$ cat src/inc/bus_ctrl_defs.vh
/*
 * Constants for the backplane bus control block: status bit positions,
 * timing figures and derived cycle counts.
 * Assumes a 50 MHz system clock.
 */
`ifndef BUS_CTRL_DEFS_VH
`define BUS_CTRL_DEFS_VH

// ***********************************
// clock and timing
// ***********************************
`define CLK_PERIOD_NS      20
`define WAIT_STATE_NS      500
`define WAIT_STATE_CYCLES  (`WAIT_STATE_NS / `CLK_PERIOD_NS)
`define PHASE_HALF_CYCLES  2

// ***********************************
// status word bit positions
// ***********************************
`define ST_FETCH   0
`define ST_OUT     1
`define ST_INP     2
`define ST_MEMR    3
`define ST_HLTA    4
`define ST_INTA    5
`define ST_WO      6
`define ST_STACK   7
`define ST_WIDTH   8

// ***********************************
// cycle kinds on cycle_kind_i
// ***********************************
`define KIND_FETCH  3'h0
`define KIND_MEMRD  3'h1
`define KIND_MEMWR  3'h2
`define KIND_STKRD  3'h3
`define KIND_STKWR  3'h4
`define KIND_INP    3'h5
`define KIND_OUT    3'h6
`define KIND_INTA   3'h7

`define RESET_IR    8'h00
`define RESET_PC    16'h0000

`endif

$ cat src/bus_fifo.v
/*
 * Synchronous FIFO with valid/ready on both sides, flip-flop storage.
 * Assumes a single clock and an active-low synchronous-domain reset.
 */
`include "bus_ctrl_defs.vh"

module bus_fifo #(
	parameter WIDTH = 24,
	parameter DEPTH = 16,
	parameter AW    = 4
) (
	input  wire             clock_i,
	input  wire             rst_n_i,
	input  wire [WIDTH-1:0] in_data_i,
	input  wire             in_valid_i,
	output wire             in_ready_o,
	output wire [WIDTH-1:0] out_data_o,
	output wire             out_valid_o,
	input  wire             out_ready_i
);
	reg [WIDTH-1:0] mem [0:DEPTH-1];
	reg [AW-1:0]    wr_ptr;
	reg [AW-1:0]    rd_ptr;
	reg [AW:0]      count;
	wire            push;
	wire            pop;

	assign in_ready_o  = (count != DEPTH[AW:0]);
	assign out_valid_o = (count != {(AW+1){1'b0}});
	assign out_data_o  = mem[rd_ptr];
	assign push = in_valid_i & in_ready_o;
	assign pop  = out_valid_o & out_ready_i;

	always @(posedge clock_i or negedge rst_n_i)
	begin
		if (!rst_n_i)
		begin
			wr_ptr <= {AW{1'b0}};
			rd_ptr <= {AW{1'b0}};
			count  <= {(AW+1){1'b0}};
		end
		else
		begin
			if (push)
				wr_ptr <= wr_ptr + 1'b1;
			if (pop)
				rd_ptr <= rd_ptr + 1'b1;
			if (push & ~pop)
				count <= count + 1'b1;
			else if (pop & ~push)
				count <= count - 1'b1;
		end
	end

	// storage holds no reset: contents only count when flagged valid
	always @(posedge clock_i)
	begin
		if (push)
			mem[wr_ptr] <= in_data_i;
	end
endmodule

$ cat src/panel_gate.v
/*
 * Front-panel takeover of the data-input path and the ready line.
 * Assumes the panel request levels are synchronous to clock_i.
 */
`include "bus_ctrl_defs.vh"

module panel_gate (
	input  wire       clock_i,
	input  wire       rst_n_i,
	input  wire       sense_switch_read_req_i,
	input  wire       panel_stop_i,
	input  wire       panel_run_i,
	input  wire       panel_ready_override_i,
	input  wire       panel_ready_i,
	input  wire       processor_ready_in_i,
	input  wire [7:0] sense_switches_i,
	input  wire [7:0] bus_data_in_i,
	output reg        data_input_gate_o,
	output reg        run_o,
	output wire       ready_o,
	output wire [7:0] data_in_o
);
	reg stopped;

	// RL14 stop/run flip-flop
	always @(posedge clock_i or negedge rst_n_i)
	begin
		if (!rst_n_i)
			stopped <= 1'b0;
		else if (panel_stop_i)
			stopped <= 1'b1;
		else if (panel_run_i)
			stopped <= 1'b0;
	end

	always @(posedge clock_i or negedge rst_n_i)
	begin
		if (!rst_n_i)
		begin
			data_input_gate_o <= 1'b1;
			run_o             <= 1'b0;
		end
		else
		begin
			// RL8 sense read takes the gate
			data_input_gate_o <= ~sense_switch_read_req_i;
			// RL14 run while reset
			run_o <= ~stopped;
		end
	end

	// RL10 gate high selects processor drivers
	assign data_in_o = data_input_gate_o ? bus_data_in_i : sense_switches_i;
	// RL11 panel owns ready while the override is set
	assign ready_o = panel_ready_override_i ? panel_ready_i : processor_ready_in_i;
endmodule

$ cat src/bus_ctrl.v
/*
 * Processor-board bus control: machine-cycle sequencer producing status,
 * command strobes, hold/wait/interrupt handling and front-panel takeover.
 * Assumes cycle requests come from a core through a 16-word FIFO, and
 * that every input is synchronous to clock_i.
 */
// Functional notes
// RL1: fetch status on first opcode byte
// RL2: output status; data valid during write strobe
// RL3: input status; device drives during data-in
// RL4: memory-read status; halt acknowledge after halt
// RL5: write-op status; stack status on stack address
// RL6: interrupt acknowledge status on acknowledge cycle
// RL7: bus clock is inverted phase two
// RL8: sense read enables panel drivers
// RL9: status strobe loads status latch early
// RL10: data gate selects processor or panel drivers
// RL11: panel ready override controls ready
// RL12: memory board stores on write strobe
// RL13: memory boards hold and report protect
// RL14: run indication while stop flip-flop reset
// RL15: boards pull ready to stretch cycles
// RL16: interrupt sampled at end or halt
// RL17: external hold; buses released after cycle
// RL18: reset clears counter and instruction register
// RL19: sync pulse starts every machine cycle
// RL20: write strobe with stable data
// RL21: data-bus-in output while bus inputs
// RL22: I/O devices clear on external clear
// RL23: hold acknowledge and float after cycle
// RL24: wait output and 0.5 us waits
// RL25: interrupt-enable follows flip-flop via EI/DI
`include "bus_ctrl_defs.vh"

module bus_ctrl #(
	parameter WAIT_CYCLES = `WAIT_STATE_CYCLES,
	parameter FIFO_DEPTH  = 16
) (
	input  wire        clock_i,
	input  wire        resetn_i,
	input  wire [2:0]  cycle_kind_i,
	input  wire [15:0] cycle_addr_i,
	input  wire [7:0]  cycle_data_i,
	input  wire        cycle_last_i,
	input  wire        cycle_valid_i,
	output wire        cycle_ready_o,
	input  wire        halt_i,
	input  wire        ei_i,
	input  wire        di_i,
	input  wire        irq_request_i,
	input  wire        hold_request_i,
	input  wire        processor_ready_in_i,
	input  wire        sense_switch_read_req_i,
	input  wire        panel_stop_i,
	input  wire        panel_run_i,
	input  wire        panel_ready_override_i,
	input  wire        panel_ready_i,
	input  wire [7:0]  sense_switches_i,
	input  wire [7:0]  data_bus_i,
	output reg  [7:0]  status_o,
	output reg  [15:0] addr_o,
	output reg  [7:0]  data_o,
	output reg         addr_oe_o,
	output reg         data_oe_o,
	output reg         cycle_sync_o,
	output reg         status_latch_strobe_o,
	output reg         write_strobe_o,
	output reg         data_in_strobe_o,
	output reg         hold_ack_o,
	output reg         wait_state_out_o,
	output reg         irq_enabled_out_o,
	output reg         phase2_o,
	output wire        bus_clock_o,
	output wire        data_input_gate_o,
	output wire        run_o,
	output reg  [7:0]  read_data_o,
	output reg         read_valid_o,
	output reg  [15:0] program_counter_o,
	output reg  [7:0]  instr_reg_o
);
	// ***********************************
	// states
	// ***********************************
	localparam S_IDLE = 6'b000001;
	localparam S_T1   = 6'b000010;
	localparam S_T2   = 6'b000100;
	localparam S_WAIT = 6'b001000;
	localparam S_T3   = 6'b010000;
	localparam S_HOLD = 6'b100000;

	// ***********************************
	// reset release
	// ***********************************
	reg rst_meta;
	reg rst_n;
	always @(posedge clock_i or negedge resetn_i)
	begin
		if (!resetn_i)
		begin
			rst_meta <= 1'b0;
			rst_n    <= 1'b0;
		end
		else
		begin
			rst_meta <= 1'b1;
			rst_n    <= rst_meta;
		end
	end

	// ***********************************
	// request FIFO
	// ***********************************
	wire [27:0] fifo_out;
	wire        fifo_valid;
	reg         fifo_pop;
	bus_fifo #(
		.WIDTH (28),
		.DEPTH (FIFO_DEPTH),
		.AW    (4)
	) u_fifo (
		.clock_i     (clock_i),
		.rst_n_i     (rst_n),
		.in_data_i   ({cycle_last_i, cycle_kind_i, cycle_addr_i, cycle_data_i}),
		.in_valid_i  (cycle_valid_i),
		.in_ready_o  (cycle_ready_o),
		.out_data_o  (fifo_out),
		.out_valid_o (fifo_valid),
		.out_ready_i (fifo_pop)
	);

	// ***********************************
	// front panel
	// ***********************************
	wire       ready;
	wire [7:0] din;
	panel_gate u_panel (
		.clock_i                 (clock_i),
		.rst_n_i                 (rst_n),
		.sense_switch_read_req_i (sense_switch_read_req_i),
		.panel_stop_i            (panel_stop_i),
		.panel_run_i             (panel_run_i),
		.panel_ready_override_i  (panel_ready_override_i),
		.panel_ready_i           (panel_ready_i),
		.processor_ready_in_i    (processor_ready_in_i),
		.sense_switches_i        (sense_switches_i),
		.bus_data_in_i           (data_bus_i),
		.data_input_gate_o       (data_input_gate_o),
		.run_o                   (run_o),
		.ready_o                 (ready),
		.data_in_o               (din)
	);

	// ***********************************
	// status decode
	// ***********************************
	function [7:0] status_of;
		input [2:0] kind;
		input       halted;
		input       fetch_first;
		reg   [7:0] s;
		begin
			s = 8'h00;
			case (kind)
				`KIND_FETCH: s[`ST_MEMR] = 1'b1;
				`KIND_MEMRD: s[`ST_MEMR] = 1'b1;
				`KIND_MEMWR: s[`ST_WO] = 1'b1;
				`KIND_STKRD: s = 8'h00 | (8'h01 << `ST_MEMR) | (8'h01 << `ST_STACK);
				`KIND_STKWR: s = (8'h01 << `ST_WO) | (8'h01 << `ST_STACK);
				`KIND_INP:   s[`ST_INP] = 1'b1;
				`KIND_OUT:   s = (8'h01 << `ST_OUT) | (8'h01 << `ST_WO);
				`KIND_INTA:  s = (8'h01 << `ST_INTA) | (8'h01 << `ST_FETCH);
				default:     s = 8'h00;
			endcase
			// RL1 first opcode byte
			if (kind == `KIND_FETCH && fetch_first)
				s[`ST_FETCH] = 1'b1;
			// RL4 halt acknowledge
			if (halted)
				s[`ST_HLTA] = 1'b1;
			status_of = s;
		end
	endfunction

	function is_write;
		input [2:0] kind;
		begin
			is_write = (kind == `KIND_MEMWR) || (kind == `KIND_STKWR) || (kind == `KIND_OUT);
		end
	endfunction

	// ***********************************
	// sequencer
	// ***********************************
	reg [5:0]  state;
	reg [27:0] cur;
	reg        fetch_first;
	reg        halted;
	reg        irq_pending;
	reg [9:0]  wait_cnt;
	reg [1:0]  phase_cnt;
	wire       cur_wr = is_write(cur[26:24]);

	// RL7 bus clock from phase two
	assign bus_clock_o = ~phase2_o;

	always @(posedge clock_i or negedge rst_n)
	begin
		if (!rst_n)
		begin
			phase_cnt <= 2'h0;
			phase2_o  <= 1'b0;
		end
		else
		begin
			phase_cnt <= phase_cnt + 2'h1;
			if (phase_cnt == 2'h1)
				phase2_o <= ~phase2_o;
		end
	end

	always @*
	begin
		// a halted core must not lose the head word: pop only when it is taken
		fifo_pop = (state == S_IDLE) && fifo_valid && !hold_request_i && !irq_pending &&
		           !halted;
	end

	always @(posedge clock_i or negedge rst_n)
	begin
		if (!rst_n)
		begin
			state                 <= S_IDLE;
			cur                   <= 28'h0;
			fetch_first           <= 1'b1;
			halted                <= 1'b0;
			irq_pending           <= 1'b0;
			wait_cnt              <= 10'h0;
			status_o              <= 8'h00;
			addr_o                <= 16'h0000;
			data_o                <= 8'h00;
			addr_oe_o             <= 1'b1;
			data_oe_o             <= 1'b0;
			cycle_sync_o          <= 1'b0;
			status_latch_strobe_o <= 1'b0;
			write_strobe_o        <= 1'b0;
			data_in_strobe_o      <= 1'b0;
			hold_ack_o            <= 1'b0;
			wait_state_out_o      <= 1'b0;
			irq_enabled_out_o     <= 1'b0;
			read_data_o           <= 8'h00;
			read_valid_o          <= 1'b0;
			// RL18 reset clears counter and IR
			program_counter_o     <= `RESET_PC;
			instr_reg_o           <= `RESET_IR;
		end
		else
		begin
			cycle_sync_o          <= 1'b0;
			status_latch_strobe_o <= 1'b0;
			read_valid_o          <= 1'b0;
			// RL25 EI sets, DI clears
			if (ei_i)
				irq_enabled_out_o <= 1'b1;
			else if (di_i)
				irq_enabled_out_o <= 1'b0;
			if (halt_i)
				halted <= 1'b1;
			case (state)
				S_IDLE:
				begin
					// RL4 halt acknowledge shown while halted between cycles
					status_o[`ST_HLTA] <= halted;
					// RL16 sample at instruction end or halt, not in hold
					if (irq_request_i && irq_enabled_out_o && !hold_ack_o &&
					    (fetch_first || halted))
						irq_pending <= 1'b1;
					// RL23 float and acknowledge between cycles
					if (hold_request_i)
					begin
						hold_ack_o <= 1'b1;
						addr_oe_o  <= 1'b0;
						data_oe_o  <= 1'b0;
						state      <= S_HOLD;
					end
					else if (irq_pending)
					begin
						// RL6 acknowledge cycle, interrupts then disabled
						cur               <= {1'b1, `KIND_INTA, program_counter_o, 8'h00};
						irq_pending       <= 1'b0;
						halted            <= 1'b0;
						irq_enabled_out_o <= 1'b0;
						state             <= S_T1;
					end
					else if (fifo_valid && !halted)
					begin
						cur   <= fifo_out;
						state <= S_T1;
					end
				end
				S_T1:
				begin
					// RL19 sync at cycle start
					cycle_sync_o          <= 1'b1;
					// RL9 status loaded at the earliest point
					status_latch_strobe_o <= 1'b1;
					status_o  <= status_of(cur[26:24], halted, fetch_first);
					addr_o    <= cur[23:8];
					addr_oe_o <= 1'b1;
					if (cur[26:24] == `KIND_FETCH && fetch_first)
						program_counter_o <= cur[23:8];
					state <= S_T2;
				end
				S_T2:
				begin
					if (cur_wr)
					begin
						// RL20 RL2 data driven in the same cycle the strobe rises
						data_o         <= cur[7:0];
						data_oe_o      <= 1'b1;
						write_strobe_o <= 1'b1;
					end
					else
						// RL21 RL3 bus in input mode
						data_in_strobe_o <= 1'b1;
					wait_cnt <= WAIT_CYCLES[9:0];
					// RL24 RL15 stretch when not ready
					if (!ready)
					begin
						wait_state_out_o <= 1'b1;
						state            <= S_WAIT;
					end
					else
						state <= S_T3;
				end
				S_WAIT:
				begin
					if (wait_cnt > 10'h1)
						wait_cnt <= wait_cnt - 10'h1;
					else if (ready)
					begin
						wait_state_out_o <= 1'b0;
						state            <= S_T3;
					end
					else
						wait_cnt <= WAIT_CYCLES[9:0];
				end
				S_T3:
				begin
					write_strobe_o   <= 1'b0;
					data_in_strobe_o <= 1'b0;
					data_oe_o        <= 1'b0;
					if (!cur_wr)
					begin
						// RL8 RL10 panel may source data
						read_data_o  <= din;
						read_valid_o <= 1'b1;
						if (cur[26:24] == `KIND_FETCH && fetch_first)
							instr_reg_o <= din;
					end
					if (cur[26:24] == `KIND_FETCH || cur[26:24] == `KIND_INTA)
						fetch_first <= 1'b0;
					if (cur[27])
						fetch_first <= 1'b1;
					status_o <= halted ? (8'h01 << `ST_HLTA) : 8'h00;
					state    <= S_IDLE;
				end
				S_HOLD:
				begin
					// RL17 buses stay released while held
					if (!hold_request_i)
					begin
						hold_ack_o <= 1'b0;
						addr_oe_o  <= 1'b1;
						state      <= S_IDLE;
					end
				end
				default:
					state <= S_IDLE;
			endcase
		end
	end
endmodule

$ cat config.mk
export PLATFORM = sky130hd
export DESIGN_NAME = bus_ctrl
export DESIGN_NICKNAME = d
export VERILOG_FILES = /design/src/bus_fifo.v /design/src/panel_gate.v /design/src/bus_ctrl.v
export VERILOG_INCLUDE_DIRS = /design/src /design/src/inc
export SDC_FILE = /design/constraint.sdc
export NUM_CORES = 1
export LEC_CHECK = 0
export BUFFER_PORTS_ARGS = -buffer_cell sky130_fd_sc_hd__buf_2
export CORE_UTILIZATION = 25
export CTS_CLUSTER_DIAMETER = 80
export CTS_CLUSTER_SIZE = 16
export DETAILED_ROUTE_END_ITERATION = 8
export PLACE_DENSITY = 0.41
export SETUP_SLACK_MARGIN = 0.1
export SYNTH_ARGS = -nofsm -noshare
export SYNTH_HDL_FRONTEND = slang
export SYNTH_SLANG_ARGS = --single-unit
export TNS_END_PERCENT = 100
$ cat constraint.sdc
create_clock -name clock_i -period 4.75 [get_ports clock_i]
set_input_delay 1.1875 -clock clock_i [delete_from_list [all_inputs] [get_ports clock_i]]
set_output_delay 1.1875 -clock clock_i [all_outputs]
set_load 0.03 [all_outputs]
## Word level (Yosys, flattened, before mapping)

Memories as Yosys holds them, arrays and structs flattened.
Index checks and enable logic that the tools add are counted.
W data, S select, Z words.

- Bits in registers: 141
- Bits in latches: 0
- RAM bits: 448
- Memory bits (read-only): 0
- Memories kept: 1

- Add/sub/neg operators: 6
- Multiply operators: 0
- Divide/modulo/power cells: 0
- Order comparisons: 1
- Equal/unequal tests: 24
- Shift-type cells: 0
- Mux-type cells: 65
- Bitwise logic cells: 11
- Reductions and logical operators: 47

Memory list:

| name | words | width | read ports | clocked after memory_dff | write ports | RTL line | source |
|---|---|---|---|---|---|---|---|
| u_fifo.mem | 16 | 28 | 1 | 0 | 1 | bus_fifo.v:21 | `reg [WIDTH-1:0] mem [0:DEPTH-1];` |

Operator list:

| cell | number |
|---|---|
| $mux W28 | 2 |
| $mux W1 | 37 |
| $mux W6 | 6 |
| $pmux W6 S5 | 1 |
| $mux W10 | 2 |
| $mux W5 | 4 |
| $pmux W10 S2 | 1 |
| $reduce_bool A2 Y1 | 8 |
| $reduce_and A3 Y1 | 5 |
| $ne A2 B2 Y1 const B | 7 |
| $reduce_and A2 Y1 | 7 |
| $eq A3 B3 Y1 const B | 4 |
| $gt A10 B1 Y1 const B | 1 |
| $sub A10 B1 Y10 const B | 1 |
| $logic_and A1 B1 Y1 | 9 |
| $pmux W1 S3 | 3 |
| $reduce_bool A3 Y1 | 3 |
| $add A4 B1 Y4 const B | 2 |
| $mux W8 | 1 |
| $pmux W1 S2 | 4 |
| $pmux W4 S2 | 1 |
| $reduce_and A4 Y1 | 2 |
| $not A1 Y1 | 7 |
| $eq A3 B2 Y1 const B | 2 |
| 24 further kinds | 34 |

## Longest topological paths before layout

- Depth in word-level cells: 9
- Depth in mapped cells: 12

## Cells and area by module

From an unflattened synthesis, not the netlist that was laid out.

- Cell total of the unflattened synthesis: 1342
- Area total of the unflattened synthesis: 23347.4 µm²

By module, submodules not included:

| module | times used | cells an instance | area each (µm²) | sequential area each (µm²) |
|---|---|---|---|---|
| bus_fifo | 1 | 889 | 17903.4 | 13778.2 |
| bus_ctrl | 1 | 437 | 5210.0 | 3131.8 |
| panel_gate | 1 | 16 | 234.0 | 76.3 |

## Least setup slack after synthesis

OpenSTA, ideal clock, no wires.

- Path kind: input port to flip-flop
- From: input port cycle_valid_i
- To: memory u_fifo.mem[3][0] (enable)
- Library setup time: 0.448 ns
- Arrival: 3.674 ns
- Data required time: 4.302 ns
- Setup slack: 0.628 ns
- Stages on the path: 4
- Path buffers: 1
- Cells stage by stage: and2_1 -> clkbuf_1 -> nand2_1 -> nor3_1

- Cells in the longest elaborated chain, start to end: 3

RTL lines:

| what | RTL line | source |
|---|---|---|
| from (decl) | bus_ctrl.v:45 | `input wire cycle_valid_i,` |
| $and A1 B1 Y1 | bus_fifo.v:31 | `assign push = in_valid_i & in_ready_o;` |
| via u_fifo.push | bus_fifo.v:25 | `wire push;` |
| $mux W1 | bus_fifo.v:58 | `if (push)` |
| $mux W1 (not written as such) | bus_fifo.v:59 | `mem[wr_ptr] <= in_data_i;` |
| to (decl) | bus_fifo.v:21 |  |

The timed path passes the listed nets, and every way through them passes these cells.

## Final worst setup path

- From: register u_fifo.count[0]
- To: register u_fifo.count[4]

- Cells in the longest elaborated chain, start to end: 9
- Elaborated cells between the ends (all ways): 17
- Those cells by class: add/sub (2); eq/ne (1); mux (2); bitwise (6); reduce/logical (6)

RTL lines:

| what | RTL line | source |
|---|---|---|
| from (decl) | bus_fifo.v:24 | `reg [AW:0] count;` |
| from (signal assigned) | bus_fifo.v:40 | `count <= {(AW+1){1'b0}};` |
| from (signal assigned) | bus_fifo.v:49 | `count <= count + 1'b1;` |
| from (signal assigned) | bus_fifo.v:51 | `count <= count - 1'b1;` |
| $reduce_bool A5 Y1 | bus_fifo.v:29 | `assign out_valid_o = (count != {(AW+1){1'b0}});` |
| $logic_and A1 B1 Y1 (4 in series) | bus_ctrl.v:224 | `fifo_pop = (state == S_IDLE) && fifo_valid && !hold_request_i && !irq_pending &&` |
| $and A1 B1 Y1 | bus_fifo.v:32 | `assign pop = out_valid_o & out_ready_i;` |
| $not A1 Y1 | bus_fifo.v:48 | `if (push & ~pop)` |
| $and A1 B1 Y1 | bus_fifo.v:48 |  |
| $mux W5 / $reduce_bool A2 Y1 (equally long branches) | - |  |

Parallel ways exist; a longest one is shown, timed or not. The select of a mux whose other input is x is not followed.
A chain may end at the register's enable or synchronous reset.

==> run metrics <==
dpl hpwl=40050 um; Worst-path clk slew=70 ps; path type of the worst setup path=register to register; Initial DRC Count=908; # IOs=137; max-slew violation count=0; Worst path depth=13; fmax=290.2 MHz; Worst setup EP type=register; crit-path max cell delay=560 ps; Reg2Reg Depth=13; status=completed; sequential fraction of the synthesis area=73.59%; crit path launch type=register; CTS buffer count=46; CTS tree=yes; CP bufs+invs=3; minimum clock period=3446 ps; Synth warnings=0; Compound-Gate Fraction of Synth Area=between 6 and 7%; Cells after Synth=1400; placed cell area=0.02540 mm^2; Post-Syn Area=0.02308 mm^2; post-synthesis async set-or-reset flop share=23.94%; vias post-DR=12613; TritonCTS Sinks=about 590; post-synthesis mux area share=11.87%; row count=111; synth unique cells=60; Pwr Density=514.1 mW/mm^2; fin util=between 20 and 30%; final hold viol count=0; total power=13.79 mW; post-synth top area share=58.29%; Post-synth EDFFs=roughly 450; Max Cap Violations=0; clk buf depth=3; worst-path cell chain=nor4_1, a211oi_2, buf_4, and2_1, inv_1, ha_1, inv_1, ha_1, nor2b_1, o21a_1, or3_1, a21oi_1, xnor2_1; depth of the CTS H-tree=2; period utilisation layout=72.54%; maximum VDD drop=between 0.0002 and 0.00025 V; Setup TNS=0 ps; DRC viols=0; Worst-Skew Late Latency=600 ps; Synth area leader=edfxtp_1; fin area=0.02682 mm^2; Placer Congestion=between 0.7 and 0.8; mean post-synth cell area=between 15 and 20 um^2; die area=0.09354 mm^2; Synth area leaders=edfxtp_1 (58%), dfrtp_1 (15%), mux2i_1 (6.5%); global-route wire length before repair=slightly above 90000 um; share of post-route cells with drive strength above 1=a little over a fifth; Post-CTS Setup Inserts=0; Die H=~300 um; WL/cell=about 22 um; Slew @ Worst Pin=1039 ps; P_leak=around 9.6 nW; Slew HR=30.58%; xor and xnor area share after synthesis=less than 1%; area grow syn2layout=16.18%; Nets=roughly 1600; Post-Synth Adder-Cell Area=0.7372%; gr usage total=13.01%; diode count=0; clock root cell=clkbuf_16; Post-Route WL=between 60000 and 70000 um; post_cts resized=0; crit path max fanout=17; Port Buf Inserts=approximately 140; hold_buf cts=0; simple-gate area share of the yosys netlist=4.494%; delay-heaviest family, CP=simple AND/OR/NAND/NOR gates; vias in the first global route=13075; Initial DRT Pass Iterations=5; largest net degree at the start of global routing=68; antenna viol nets, final=0; Mapped Nets=1471; RSZ-0062 raised after global routing=false; CORE AREA=0.09152 mm^2; Post-synth top flop=edfxtp_1; Max stage delay cell, worst path=nor4_1; synthesized flop and latch total=589; crit path DAT=3960 ps; largest family of logic cells by synthesized area=multiplexers; Initial Util=between 20 and 30%; skew final=roughly 20 ps; Via density=4.547; CP required=about 5300 ps; Remaining Overflow, GRT=0; final setup vio count=0; Horiz. Die Dim=just over 300 um; class of the worst hold path=register to async pin; initial antenna violation count=5
## final cells by class
cell class	count	area [um^2]
multi-input combinational	710	5782
clock buffer	69	1311
tap	1186	1484
fill	9065	64710
timing repair buffer	183	1033
clock inverter	10	106.4
sequential	589	17000
inverter	27	101.3
## kinds of logic after synthesis
group | after synthesis
compound gates | 239
xor+xnor | 13
fa+ha+maj | 13
buf+inv | 101
flops | 589
mux | 218
other cells | 1
simple gates | 226
## through the flow
step           setup slack (ps)  hold WS (ps)  instances
2_1_floorplan             537.6         331.2       1400
3_3_place_gp               1039         337.5       2695
3_5_place_dp               1073         335.7       2695
4_1_cts                    1287         326.6       2774
5_1_grt                    1003         346.0       2774
6_report                   1304         319.5       2774
## Yosys cell counts, types with 5 or more instances
library cell  count
edfxtp_1        448
mux2i_1         150
dfrtp_1         137
nand2_1         119
a22oi_1          81
a21oi_1          68
mux4_2           42
clkbuf_1         39
o21ai_0          34
nor2_1           33
inv_1            26
mux2_2           26
buf_2            19
o41ai_1          17
nor2b_1          13
ha_1             12
nand3_1          12
nor3_1           12
buf_4             9
xnor2_1           9
and2_1            7
buf_1             7
a22o_1            6
nand2b_1          5
nand4_1           5
nor4_1            5
o31ai_1           5
## flip-flops by register name, indices dropped and copies added, names as in the netlist, 2 cells and up
register,flops
state,6
status_o,8
program_counter_o,16
phase_cnt,2
addr_o,16
wait_cnt,10
u_fifo.count,5
instr_reg_o,8
data_o,8
u_fifo.rd_ptr,4
u_fifo.mem,448
cur,28
read_data_o,8
u_fifo.wr_ptr,4
## report_power, final
group	switching (mW)	leakage, nW	internal, mW	total [mW]
sequential	0.470	5.79	6.23	6.70
combinational	2.03	3.10	1.19	3.22
clock	1.88	0.684	1.98	3.86
total	4.38	9.57	9.41	13.8
## final timing paths
| kind | from | endpoint | slack, ps |
|---|---|---|---|
| max | u_fifo.count[0] | u_fifo.count[4] | 1300 |
| max in group asynchronous | rst_n | addr_o[11] | 3150 |
| min | rst_n | state[3] | 320 |
| max reg2reg | u_fifo.count[0] | u_fifo.count[4] | 1300 |
| min reg2reg | rst_n | state[3] | 320 |
| min in group clock_i | rst_meta | rst_n | 360 |
## cell usage in the layout, fill, tap and decap left out, drive strengths merged, types with 2 or more instances in the layout
cell,synthesis,final
a22oi,81,81
o21a,2,2
nand2b,5,5
nand2,121,121
edfxtp,448,448
nor2b,13,13
and2,8,8
inv,27,31
o21ai,34,34
nand3,12,12
a21oi,68,68
mux2i,150,150
mux2,26,26
or4,2,2
o211ai,3,3
a32oi,4,4
nor3,12,12
xor2,4,4
a211oi,4,4
o31ai,5,5
xnor2,9,9
mux4,42,42
buf,35,183
nor2,33,33
ha,12,12
a221oi,3,3
nand4,5,5
nor4,6,6
a22o,6,6
dfstp,4,4
clkinv,0,5
a21o,2,2
clkbuf,39,69
o41ai,18,18
dfrtp,137,137
nand3b,3,3
## per-layer routing
metal  global-route usage [%]  part of all wire [%]  up-vias  wire, um
li1                         -                     -     5730         -
met1                    18.13                    47     6518     28490
met2                    20.94                    47      273     28510
met3                    1.901                   4.3       90      2626
met4                    3.868                   2.4        2      1470
met5                        0                 0.013        -         8
Note: power is estimated with default switching activity, not from simulation.
